[src/tap_map.vh]
// constants for the test access port and global control block
// assumes inclusion by bare name from the design files
`ifndef TAP_MAP_VH
`define TAP_MAP_VH
// instruction register
`define IR_WIDTH 3
`define IR_RESET 3'h1
`define IR_CAPTURE 3'h1
`define INS_EXTEST 3'h0
`define INS_SAMPLE 3'h2
`define INS_IDCODE 3'h1
`define INS_BYPASS 3'h7
// identification register width
`define ID_WIDTH 32
// boundary register length
`define BSR_LENGTH 8
`endif

[src/tap_shift_reg.v]
// parallel-capture, serial-shift, parallel-update scan register
// assumes the caller gives one-cycle capture, shift and update strobes on core_clk
`timescale 1ns/1ps
module tap_shift_reg #(
    parameter WIDTH = 8
) (
    input wire core_clk,
    input wire hold_reset,
    input wire capture,
    input wire shift,
    input wire update,
    input wire serial_in,
    input wire [WIDTH-1:0] parallel_in,
    input wire [WIDTH-1:0] reset_value,
    output reg [WIDTH-1:0] parallel_out,
    output wire serial_out
);
    reg [WIDTH-1:0] chain;

    assign serial_out = chain[0];

    // chain shifts toward bit 0, new bit enters at the top
    always @(posedge core_clk)
    begin
        if (hold_reset)
        begin
            chain <= reset_value;
            parallel_out <= reset_value;
        end
        else
        begin
            if (capture)
                chain <= parallel_in;
            else if (shift)
                chain <= {serial_in, chain[WIDTH-1:1]};
            if (update)
                parallel_out <= chain;
        end
    end
endmodule

[src/tap_global_ctrl.v]
// test access port controller with global reset, scan enable and float control
// assumes scan and global pins arrive asynchronously; core_clk far faster than tap_clock
//
// Contract
// mode select sampled on tap_clock rise
// data in shifted on tap_clock rise
// data out changes on tap_clock falls
// data out floats unless shifting a register
// float changes follow a falling edge only
// tap reset low holds reset, floats out
// tester keeps tap reset high while scanning; the bench's last scan holds tap reset low throughout
// functional logic ignores tap reset level
// tester clock below 10 MHz, even duty; the tester model runs a 64 ns even period, about 15.6 MHz
// both float and tap reset low float pins
// scan-test enable low asserts scan mode
// global reset low resets internal logic
// resets held low during power-up
// sixteen-state controller, instruction selects path
// reset asserts fast, releases synchronised
`timescale 1ns/1ps
`include "tap_map.vh"
module tap_global_ctrl #(
    parameter [`ID_WIDTH-1:0] ID_CODE = 32'h0000_0001, // arbitrary value
    parameter BSR_LEN = `BSR_LENGTH
) (
    input wire core_clk,
    input wire rst,
    input wire tap_clock,
    input wire tap_mode_select,
    input wire tap_data_in,
    input wire tap_reset_n,
    input wire output_float_n,
    input wire scan_test_n,
    input wire global_reset_n,
    input wire [BSR_LEN-1:0] pin_sample,
    output reg tap_data_out,
    output reg tap_data_out_oe_n,
    output reg [BSR_LEN-1:0] pin_drive,
    output reg pin_drive_select,
    output reg pins_float,
    output reg scan_mode,
    output reg logic_reset
);
    // one-hot controller states
    localparam S_RESET = 16'h0001;
    localparam S_IDLE = 16'h0002;
    localparam S_SEL_DR = 16'h0004;
    localparam S_CAP_DR = 16'h0008;
    localparam S_SH_DR = 16'h0010;
    localparam S_EX1_DR = 16'h0020;
    localparam S_PAU_DR = 16'h0040;
    localparam S_EX2_DR = 16'h0080;
    localparam S_UPD_DR = 16'h0100;
    localparam S_SEL_IR = 16'h0200;
    localparam S_CAP_IR = 16'h0400;
    localparam S_SH_IR = 16'h0800;
    localparam S_EX1_IR = 16'h1000;
    localparam S_PAU_IR = 16'h2000;
    localparam S_EX2_IR = 16'h4000;
    localparam S_UPD_IR = 16'h8000;

    // bit position of each state the datapath decodes
    localparam B_RESET = 0;
    localparam B_CAP_DR = 3;
    localparam B_SH_DR = 4;
    localparam B_UPD_DR = 8;
    localparam B_CAP_IR = 10;
    localparam B_SH_IR = 11;
    localparam B_UPD_IR = 15;

    // two-flop synchronisers; first stage is read only by the second
    reg [6:0] meta;
    reg [6:0] sync;
    always @(posedge core_clk)
    begin
        meta <= {global_reset_n, scan_test_n, output_float_n, tap_reset_n,
                 tap_data_in, tap_mode_select, tap_clock};
        sync <= meta;
    end
    wire s_clk = sync[0];
    wire s_tms = sync[1];
    wire s_tdi = sync[2];
    wire s_trst_n = sync[3];
    wire s_float_n = sync[4];
    wire s_scan_n = sync[5];
    wire s_grst_n = sync[6];

    // tap clock edge detection on the synchronised level
    reg clk_prev;
    always @(posedge core_clk)
    begin
        if (rst)
            clk_prev <= 1'b0;
        else
            clk_prev <= s_clk;
    end
    wire rise = s_clk & ~clk_prev;
    wire fall = ~s_clk & clk_prev;

    // tap reset hold, independent of global reset
    wire tap_hold = rst | ~s_trst_n;

    // controller state, one bit per state
    reg [15:0] state;
    reg [15:0] next_state;

    // next state decode
    always @*
    begin
        next_state = S_RESET;
        case (state)
            S_RESET: next_state = s_tms ? S_RESET : S_IDLE;
            S_IDLE: next_state = s_tms ? S_SEL_DR : S_IDLE;
            S_SEL_DR: next_state = s_tms ? S_SEL_IR : S_CAP_DR;
            S_CAP_DR: next_state = s_tms ? S_EX1_DR : S_SH_DR;
            S_SH_DR: next_state = s_tms ? S_EX1_DR : S_SH_DR;
            S_EX1_DR: next_state = s_tms ? S_UPD_DR : S_PAU_DR;
            S_PAU_DR: next_state = s_tms ? S_EX2_DR : S_PAU_DR;
            S_EX2_DR: next_state = s_tms ? S_UPD_DR : S_SH_DR;
            S_UPD_DR: next_state = s_tms ? S_SEL_DR : S_IDLE;
            S_SEL_IR: next_state = s_tms ? S_RESET : S_CAP_IR;
            S_CAP_IR: next_state = s_tms ? S_EX1_IR : S_SH_IR;
            S_SH_IR: next_state = s_tms ? S_EX1_IR : S_SH_IR;
            S_EX1_IR: next_state = s_tms ? S_UPD_IR : S_PAU_IR;
            S_PAU_IR: next_state = s_tms ? S_EX2_IR : S_PAU_IR;
            S_EX2_IR: next_state = s_tms ? S_UPD_IR : S_SH_IR;
            S_UPD_IR: next_state = s_tms ? S_SEL_DR : S_IDLE;
            default: next_state = S_RESET;
        endcase
    end

    // controller advances only on tap clock rise
    always @(posedge core_clk)
    begin
        if (tap_hold)
            state <= S_RESET;
        else if (rise)
            state <= next_state;
    end

    // strobes for the scan registers, all qualified by the rising edge
    wire cap_dr = rise & state[B_CAP_DR];
    wire sh_dr = rise & state[B_SH_DR];
    wire upd_dr = rise & state[B_UPD_DR];
    wire cap_ir = rise & state[B_CAP_IR];
    wire sh_ir = rise & state[B_SH_IR];
    wire upd_ir = rise & state[B_UPD_IR];

    // instruction register; reset loads the identification instruction
    wire [`IR_WIDTH-1:0] instr;
    wire ir_so;
    tap_shift_reg #(.WIDTH(`IR_WIDTH)) u_ir (
        .core_clk(core_clk),
        .hold_reset(tap_hold | state[B_RESET]),
        .capture(cap_ir),
        .shift(sh_ir),
        .update(upd_ir),
        .serial_in(s_tdi),
        .parallel_in(`IR_CAPTURE),
        .reset_value(`IR_RESET),
        .parallel_out(instr),
        .serial_out(ir_so)
    );

    // data path selected by the loaded instruction
    wire sel_bsr = (instr == `INS_EXTEST) | (instr == `INS_SAMPLE);
    wire sel_id = (instr == `INS_IDCODE);

    // boundary register sees the pin samples and drives pins in extest
    wire [BSR_LEN-1:0] bsr_q;
    wire bsr_so;
    tap_shift_reg #(.WIDTH(BSR_LEN)) u_bsr (
        .core_clk(core_clk),
        .hold_reset(tap_hold),
        .capture(cap_dr & sel_bsr),
        .shift(sh_dr & sel_bsr),
        .update(upd_dr & sel_bsr),
        .serial_in(s_tdi),
        .parallel_in(pin_sample),
        .reset_value({BSR_LEN{1'b0}}),
        .parallel_out(bsr_q),
        .serial_out(bsr_so)
    );

    // identification register, capture only
    wire id_so;
    tap_shift_reg #(.WIDTH(`ID_WIDTH)) u_id (
        .core_clk(core_clk),
        .hold_reset(tap_hold),
        .capture(cap_dr & sel_id),
        .shift(sh_dr & sel_id),
        .update(1'b0),
        .serial_in(s_tdi),
        .parallel_in(ID_CODE),
        .reset_value(ID_CODE),
        .parallel_out(),
        .serial_out(id_so)
    );

    // single-bit bypass register for every other instruction
    reg bypass_bit;
    always @(posedge core_clk)
    begin
        if (tap_hold)
            bypass_bit <= 1'b0;
        else if (cap_dr)
            bypass_bit <= 1'b0;
        else if (sh_dr)
            bypass_bit <= s_tdi;
    end

    // data path bit picked by the loaded instruction
    reg dr_so;
    always @*
    begin
        if (sel_bsr)
            dr_so = bsr_so;
        else if (sel_id)
            dr_so = id_so;
        else
            dr_so = bypass_bit;
    end

    // next serial bit: the instruction path while it shifts, else the data path
    reg next_data_out;
    always @*
    begin
        next_data_out = dr_so;
        if (state[B_SH_IR])
            next_data_out = ir_so;
    end

    // the pin is driven only while a register shifts
    wire shifting = state[B_SH_DR] | state[B_SH_IR];

    // data out and enable move on a fall; raw tap reset floats the pin at once, not after the synchroniser
    wire tdo_async = ~tap_reset_n | rst;
    always @(posedge core_clk or posedge tdo_async)
    begin
        if (tdo_async)
        begin
            tap_data_out <= 1'b0;
            tap_data_out_oe_n <= 1'b1;
        end
        else if (tap_hold)
        begin
            tap_data_out <= 1'b0;
            tap_data_out_oe_n <= 1'b1;
        end
        else if (fall)
        begin
            tap_data_out <= next_data_out;
            tap_data_out_oe_n <= ~shifting;
        end
    end

    // pin drive follows the boundary register under every instruction; drive select is set in extest only
    always @(posedge core_clk)
    begin
        if (tap_hold)
        begin
            pin_drive <= {BSR_LEN{1'b0}};
            pin_drive_select <= 1'b0;
        end
        else
        begin
            pin_drive <= bsr_q;
            pin_drive_select <= (instr == `INS_EXTEST);
        end
    end

    // global reset: raw pin asserts at once, release waits for the synchroniser
    // functional reset never looks at tap reset, so its level is free outside scan
    wire grst_async = ~global_reset_n | rst;
    always @(posedge core_clk or posedge grst_async)
    begin
        if (grst_async)
            logic_reset <= 1'b1;
        else
            logic_reset <= ~s_grst_n;
    end

    // float and scan mode: asynchronous assert on raw pins, synchronised release
    wire float_async = (~output_float_n & ~tap_reset_n) | rst;
    always @(posedge core_clk or posedge float_async)
    begin
        if (float_async)
            pins_float <= 1'b1;
        else
            pins_float <= ~s_float_n & ~s_trst_n;
    end

    // scan mode: raw pin asserts at once, release through the synchroniser
    wire scan_async = ~scan_test_n;
    always @(posedge core_clk or posedge scan_async)
    begin
        if (scan_async)
            scan_mode <= 1'b1;
        else if (rst)
            scan_mode <= 1'b0;
        else
            scan_mode <= ~s_scan_n;
    end
endmodule

[config.mk]
export PLATFORM = sky130hd
export DESIGN_NAME = tap_global_ctrl
export DESIGN_NICKNAME = d
export VERILOG_FILES = /design/src/tap_shift_reg.v /design/src/tap_global_ctrl.v
export VERILOG_INCLUDE_DIRS = /design/src
export SDC_FILE = /design/constraint.sdc
export NUM_CORES = 1
export LEC_CHECK = 0
export ABC_AREA = 0
export BUFFER_PORTS_ARGS = -buffer_cell sky130_fd_sc_hd__buf_4
export CAP_MARGIN = 20
export CORE_MARGIN = 2
export CORE_UTILIZATION = 55
export CTS_BUF_LIST = sky130_fd_sc_hd__clkbuf_8
export CTS_CLUSTER_SIZE = 24
export DETAILED_ROUTE_END_ITERATION = 12
export PLACE_DENSITY = 0.74
export SETUP_SLACK_MARGIN = 0.05
export SLEW_MARGIN = 25
export SYNTH_ARGS = -nofsm -noshare
export SYNTH_HDL_FRONTEND = slang
export SYNTH_SLANG_ARGS = --single-unit
export TNS_END_PERCENT = 50
[constraint.sdc]
create_clock -name core_clk -period 2 [get_ports core_clk]
set_clock_uncertainty 0.2 [all_clocks]
set_input_delay 0.1 -clock core_clk [delete_from_list [all_inputs] [get_ports core_clk]]
set_output_delay 0.1 -clock core_clk [all_outputs]
set_load 0.05 [all_outputs]
==> flow_summary.yaml <==
yosys:
  synth_area_sq_mm: 0.00394
  synth_edf_count: 0
  synth_cell_types: 50
  synthTopCellsByArea: "dfxtp_1 48%, nand2_1 8.0%, a21oi_1 5.5%"
  ys_seq_area_share_pct: 51.5
  synth_top_area_cell: "dfxtp_1"
  synth_top_area_share_pct: 48.2
  syn-num-nets: 471
  ys_ff_latch: 100
  ys.flop_type: "dfxtp_1"
  async_flop_share_pct: 5.00
  syn_area_per_cell_sq_um: 8.68
  syn_inst: 454
  ys_warn_count: 0
sta:
  slew_headroom_pct: 66.0
  final_hold_viol_count: 0
  period_share_pct: 93.1
  fmax_mhz: 537
  tightestPinTransition_ns: 0.509
  tns_ns: 0
  slew_viol_final: 0
  finalWorstSetupSlack_ns: 0.137
  period_needed_ns: 1.86
  finalSetupViolations: 0
  rsz0062_at_grt: "true"
worst_setup_path:
  worstSetupStartpointType: "flip-flop"
  reg2reg_slack_ns: 0.14
  cpMaxStageDelayCell: "dfxtp_2"
  end_kind: "flip-flop"
  required_ns: 2.05
  cp_cell_sequence: "nor4_4 -> nand3_2 -> nor4_2 -> or4_1 -> o21ai_1"
  crit_fanout: 11
  critical_path_class: "flip-flop to flip-flop"
  cp_slowest_stage_delay_ns: 0.40
  arrival_ns: 1.91
clock_tree:
  worstSkewPairLatency_ns: 0.36
  clk_path_buf_depth: 2
  cts_root_buf: "clkbuf_8"
  cts_sinks: 100
  path_clk_slew_ns: 0.10
  htreeDepth: 3
  cts_tree: "yes"
  numCtsBuffers: 9
grt:
  grt_max_degree: 33
  grt_pass1_vias: 2944
  grt-ovfl-total: 0
  grt_pass1_wl_um: 13700
  grt.total_usage_pct: 22.3
  antenna_found_initial: 0
finish:
  fillers: 531
  nets: 512
  drive_above_1_share_pct: 15.4
  area_delta_synth_final_pct: 19.8
  fin_cells: 596
  antennaDiodeCount: 0
placement:
  dp_cells: 559
  pre_cts_ws_ns: 0.162
  gp_congestion: 0.873
  post-dp-hpwl_um: 5200
  io_buffers: 30
drt:
  first_pass_iters: 4
  drt_iter0_drc: 206
  via_count: 3218
  ant_nets: 0
  routedWlPerCell_um: 13.6
  drt-total-wl_um: 8110
  drc_errors: 0
  avgViaCountPerCell: 5.40
power:
  p_per_area_mw_per_mm2: 794
  p_leak_nw: 1.78
  p_seq_share_pct: 54.0
  p_total_mw: 3.75
  p_sw_share_pct: 20.9
  vdd_drop_max_mv: 0.460
  clockPowerShare_pct: 41.2
  p_comb_share_pct: 4.8
  power.net_switching_uw: 784
  p_int_mw: 2.97
floorplan:
  rows: 30
  ios: 31
  initial_core_util_pct: 57.4
  fp.dieArea_sq_mm: 0.00786
  core-area_sq_mm: 0.00687
  die_w_um: 88.7
  fp.dieH_um: 88.7
flow_run:
  drv_cap: 0
hold_path:
  min_path_type: "flip-flop to flip-flop"
outcome:
  status: "complete, no violations"
what timing repair did:
action	4_1_cts	5_1_grt
hold buffers	20	0
setup endpoints to repair	0	9
setup buffers	0	1
endpoints found under the hold margin	23	0
gates resized for setup	0	3
power by group through the flow:
stage          combinational (mW)  clock (mW)  sequential (mW)
2_1_floorplan              0.0697           0             2.08
3_3_place_gp                0.148           0             2.07
3_5_place_dp                0.146           0             2.07
4_1_cts                     0.177        1.58             2.03
5_1_grt                     0.194        1.68             2.03
6_report                    0.179        1.55             2.03
Yosys cell counts (4+ instances only):
cell       instances
o22ai_1            8
nand2_1           84
mux2i_1           10
nor2_1            56
and2_1             8
a22oi_1            7
nand3_1            7
o21ai_0            6
nor4_2             4
nand2b_1           5
nor2b_1            7
clkbuf_1          15
buf_4              4
dfstp_2            4
buf_2             11
dfxtp_1           95
a2bb2oi_1          8
nor3_1            15
xor2_1             4
a21oi_1           43
nand4_1           10
sequential cells by signal, summed over array words and instances (netlist names):
register	flops
bypass_bit	1
clk_prev	1
logic_reset	1
meta	7
pin_drive	8
pin_drive_select	1
pins_float	1
scan_mode	1
state	16
sync	7
tap_data_out	1
tap_data_out_oe_n	1
u_bsr.chain	8
u_bsr.parallel_out	8
u_id.chain	32
u_ir.chain	3
u_ir.parallel_out	3
through the flow:
| stage | hold slack [ns] | instance area, sq um | utilization [%] |
|---|---|---|---|
| 4_1_cts | 0.126 | 4710 | 68.5 |
| 3_3_place_gp | -0.173 | 4260 | 62.0 |
| 5_1_grt | 0.129 | 4720 | 68.8 |
| 6_report | 0.124 | 4720 | 68.8 |
| 3_5_place_dp | -0.163 | 4260 | 62.0 |
| 2_1_floorplan | -0.298 | 3940 | - |
final cells by class:
type / instances / area [sq um] / share of cell area, %
Sequential cell: 100 / 2030 / 43.1
Clock buffer: 10 / 138 / 2.91
Multi-Input combinational cell: 316 / 1730 / 36.6
Inverter: 2 / 7.51 / 0.159
Tap cell: 96 / 120 / 2.54
Clock inverter: 6 / 111 / 2.36
Timing Repair Buffer: 66 / 583 / 12.3
placed cells by master (no fill, tap or decap), types with 2 or more instances in the layout:
master         synthesis  layout
dfxtp_1               95      93
nor4_2                 4       3
mux2i_1               10      10
o21ai_0                6       6
nor4_1                 3       3
nor3_1                15      15
dfstp_2                4       4
dlygate4sd3_1          0      20
xor2_1                 4       4
and2_1                 8       8
inv_1                  1       2
buf_12                 0       3
nand4_1               10      10
nand3_2                2       2
a21oi_1               43      43
nand3_1                7       7
o31ai_1                2       2
buf_4                  4      43
o22ai_1                8       8
clkbuf_8               0      10
nand2_1               84      84
nor2b_1                7       7
nand2b_1               5       5
a2bb2oi_1              8       8
dfxtp_2                0       2
a22oi_1                7       7
nor4_4                 2       3
xnor2_1                3       3
o21ai_1                2       2
a211oi_1               2       2
nor2_1                56      56
nand3b_1               3       3
bufinv_16              0       3
worst max-delay path: cells and delay by family (launching register included):
family / cells / cell delay (ns)
AOI/OAI and AO/OA: 1 / 0.06
DFF: 1 / 0.40
and+or+nand+nor: 4 / 1.08
routing by layer:
layer	share of wire, %	vias up	track usage, %
li1	-	1635	-
met4	1.3	0	6.75
met1	48	1493	29.8
met2	46	81	35.6
met5	0	-	0
met3	4.4	9	5.69
cell families (layout without fill, tap and decap cells):
group,Yosys count,count (layout),synth area share [%]
multiplexers,10,10,2.54
AO/OA/AOI/OAI,85,85,13.1
XOR/XNOR,7,7,1.56
flip-flops,100,100,51.5
buffers and inverters,38,84,4.79
AND/OR/NAND/NOR,214,214,26.5
worst paths after layout:
| path | cells after the start | end | startpoint |
|---|---|---|---|
| setup / recovery | 5 | state[0] | state[11] |
| hold / removal | 0 | sync[4] | meta[4] |
| setup reg to reg | 5 | state[0] | state[11] |
| hold reg to reg | 0 | sync[4] | meta[4] |
| max in group asynchronous | 4 | tap_data_out_oe_n | rst |
| min in group asynchronous | 3 | scan_mode | scan_test_n |
No activity file was read; power rests on OpenSTA's default activity.
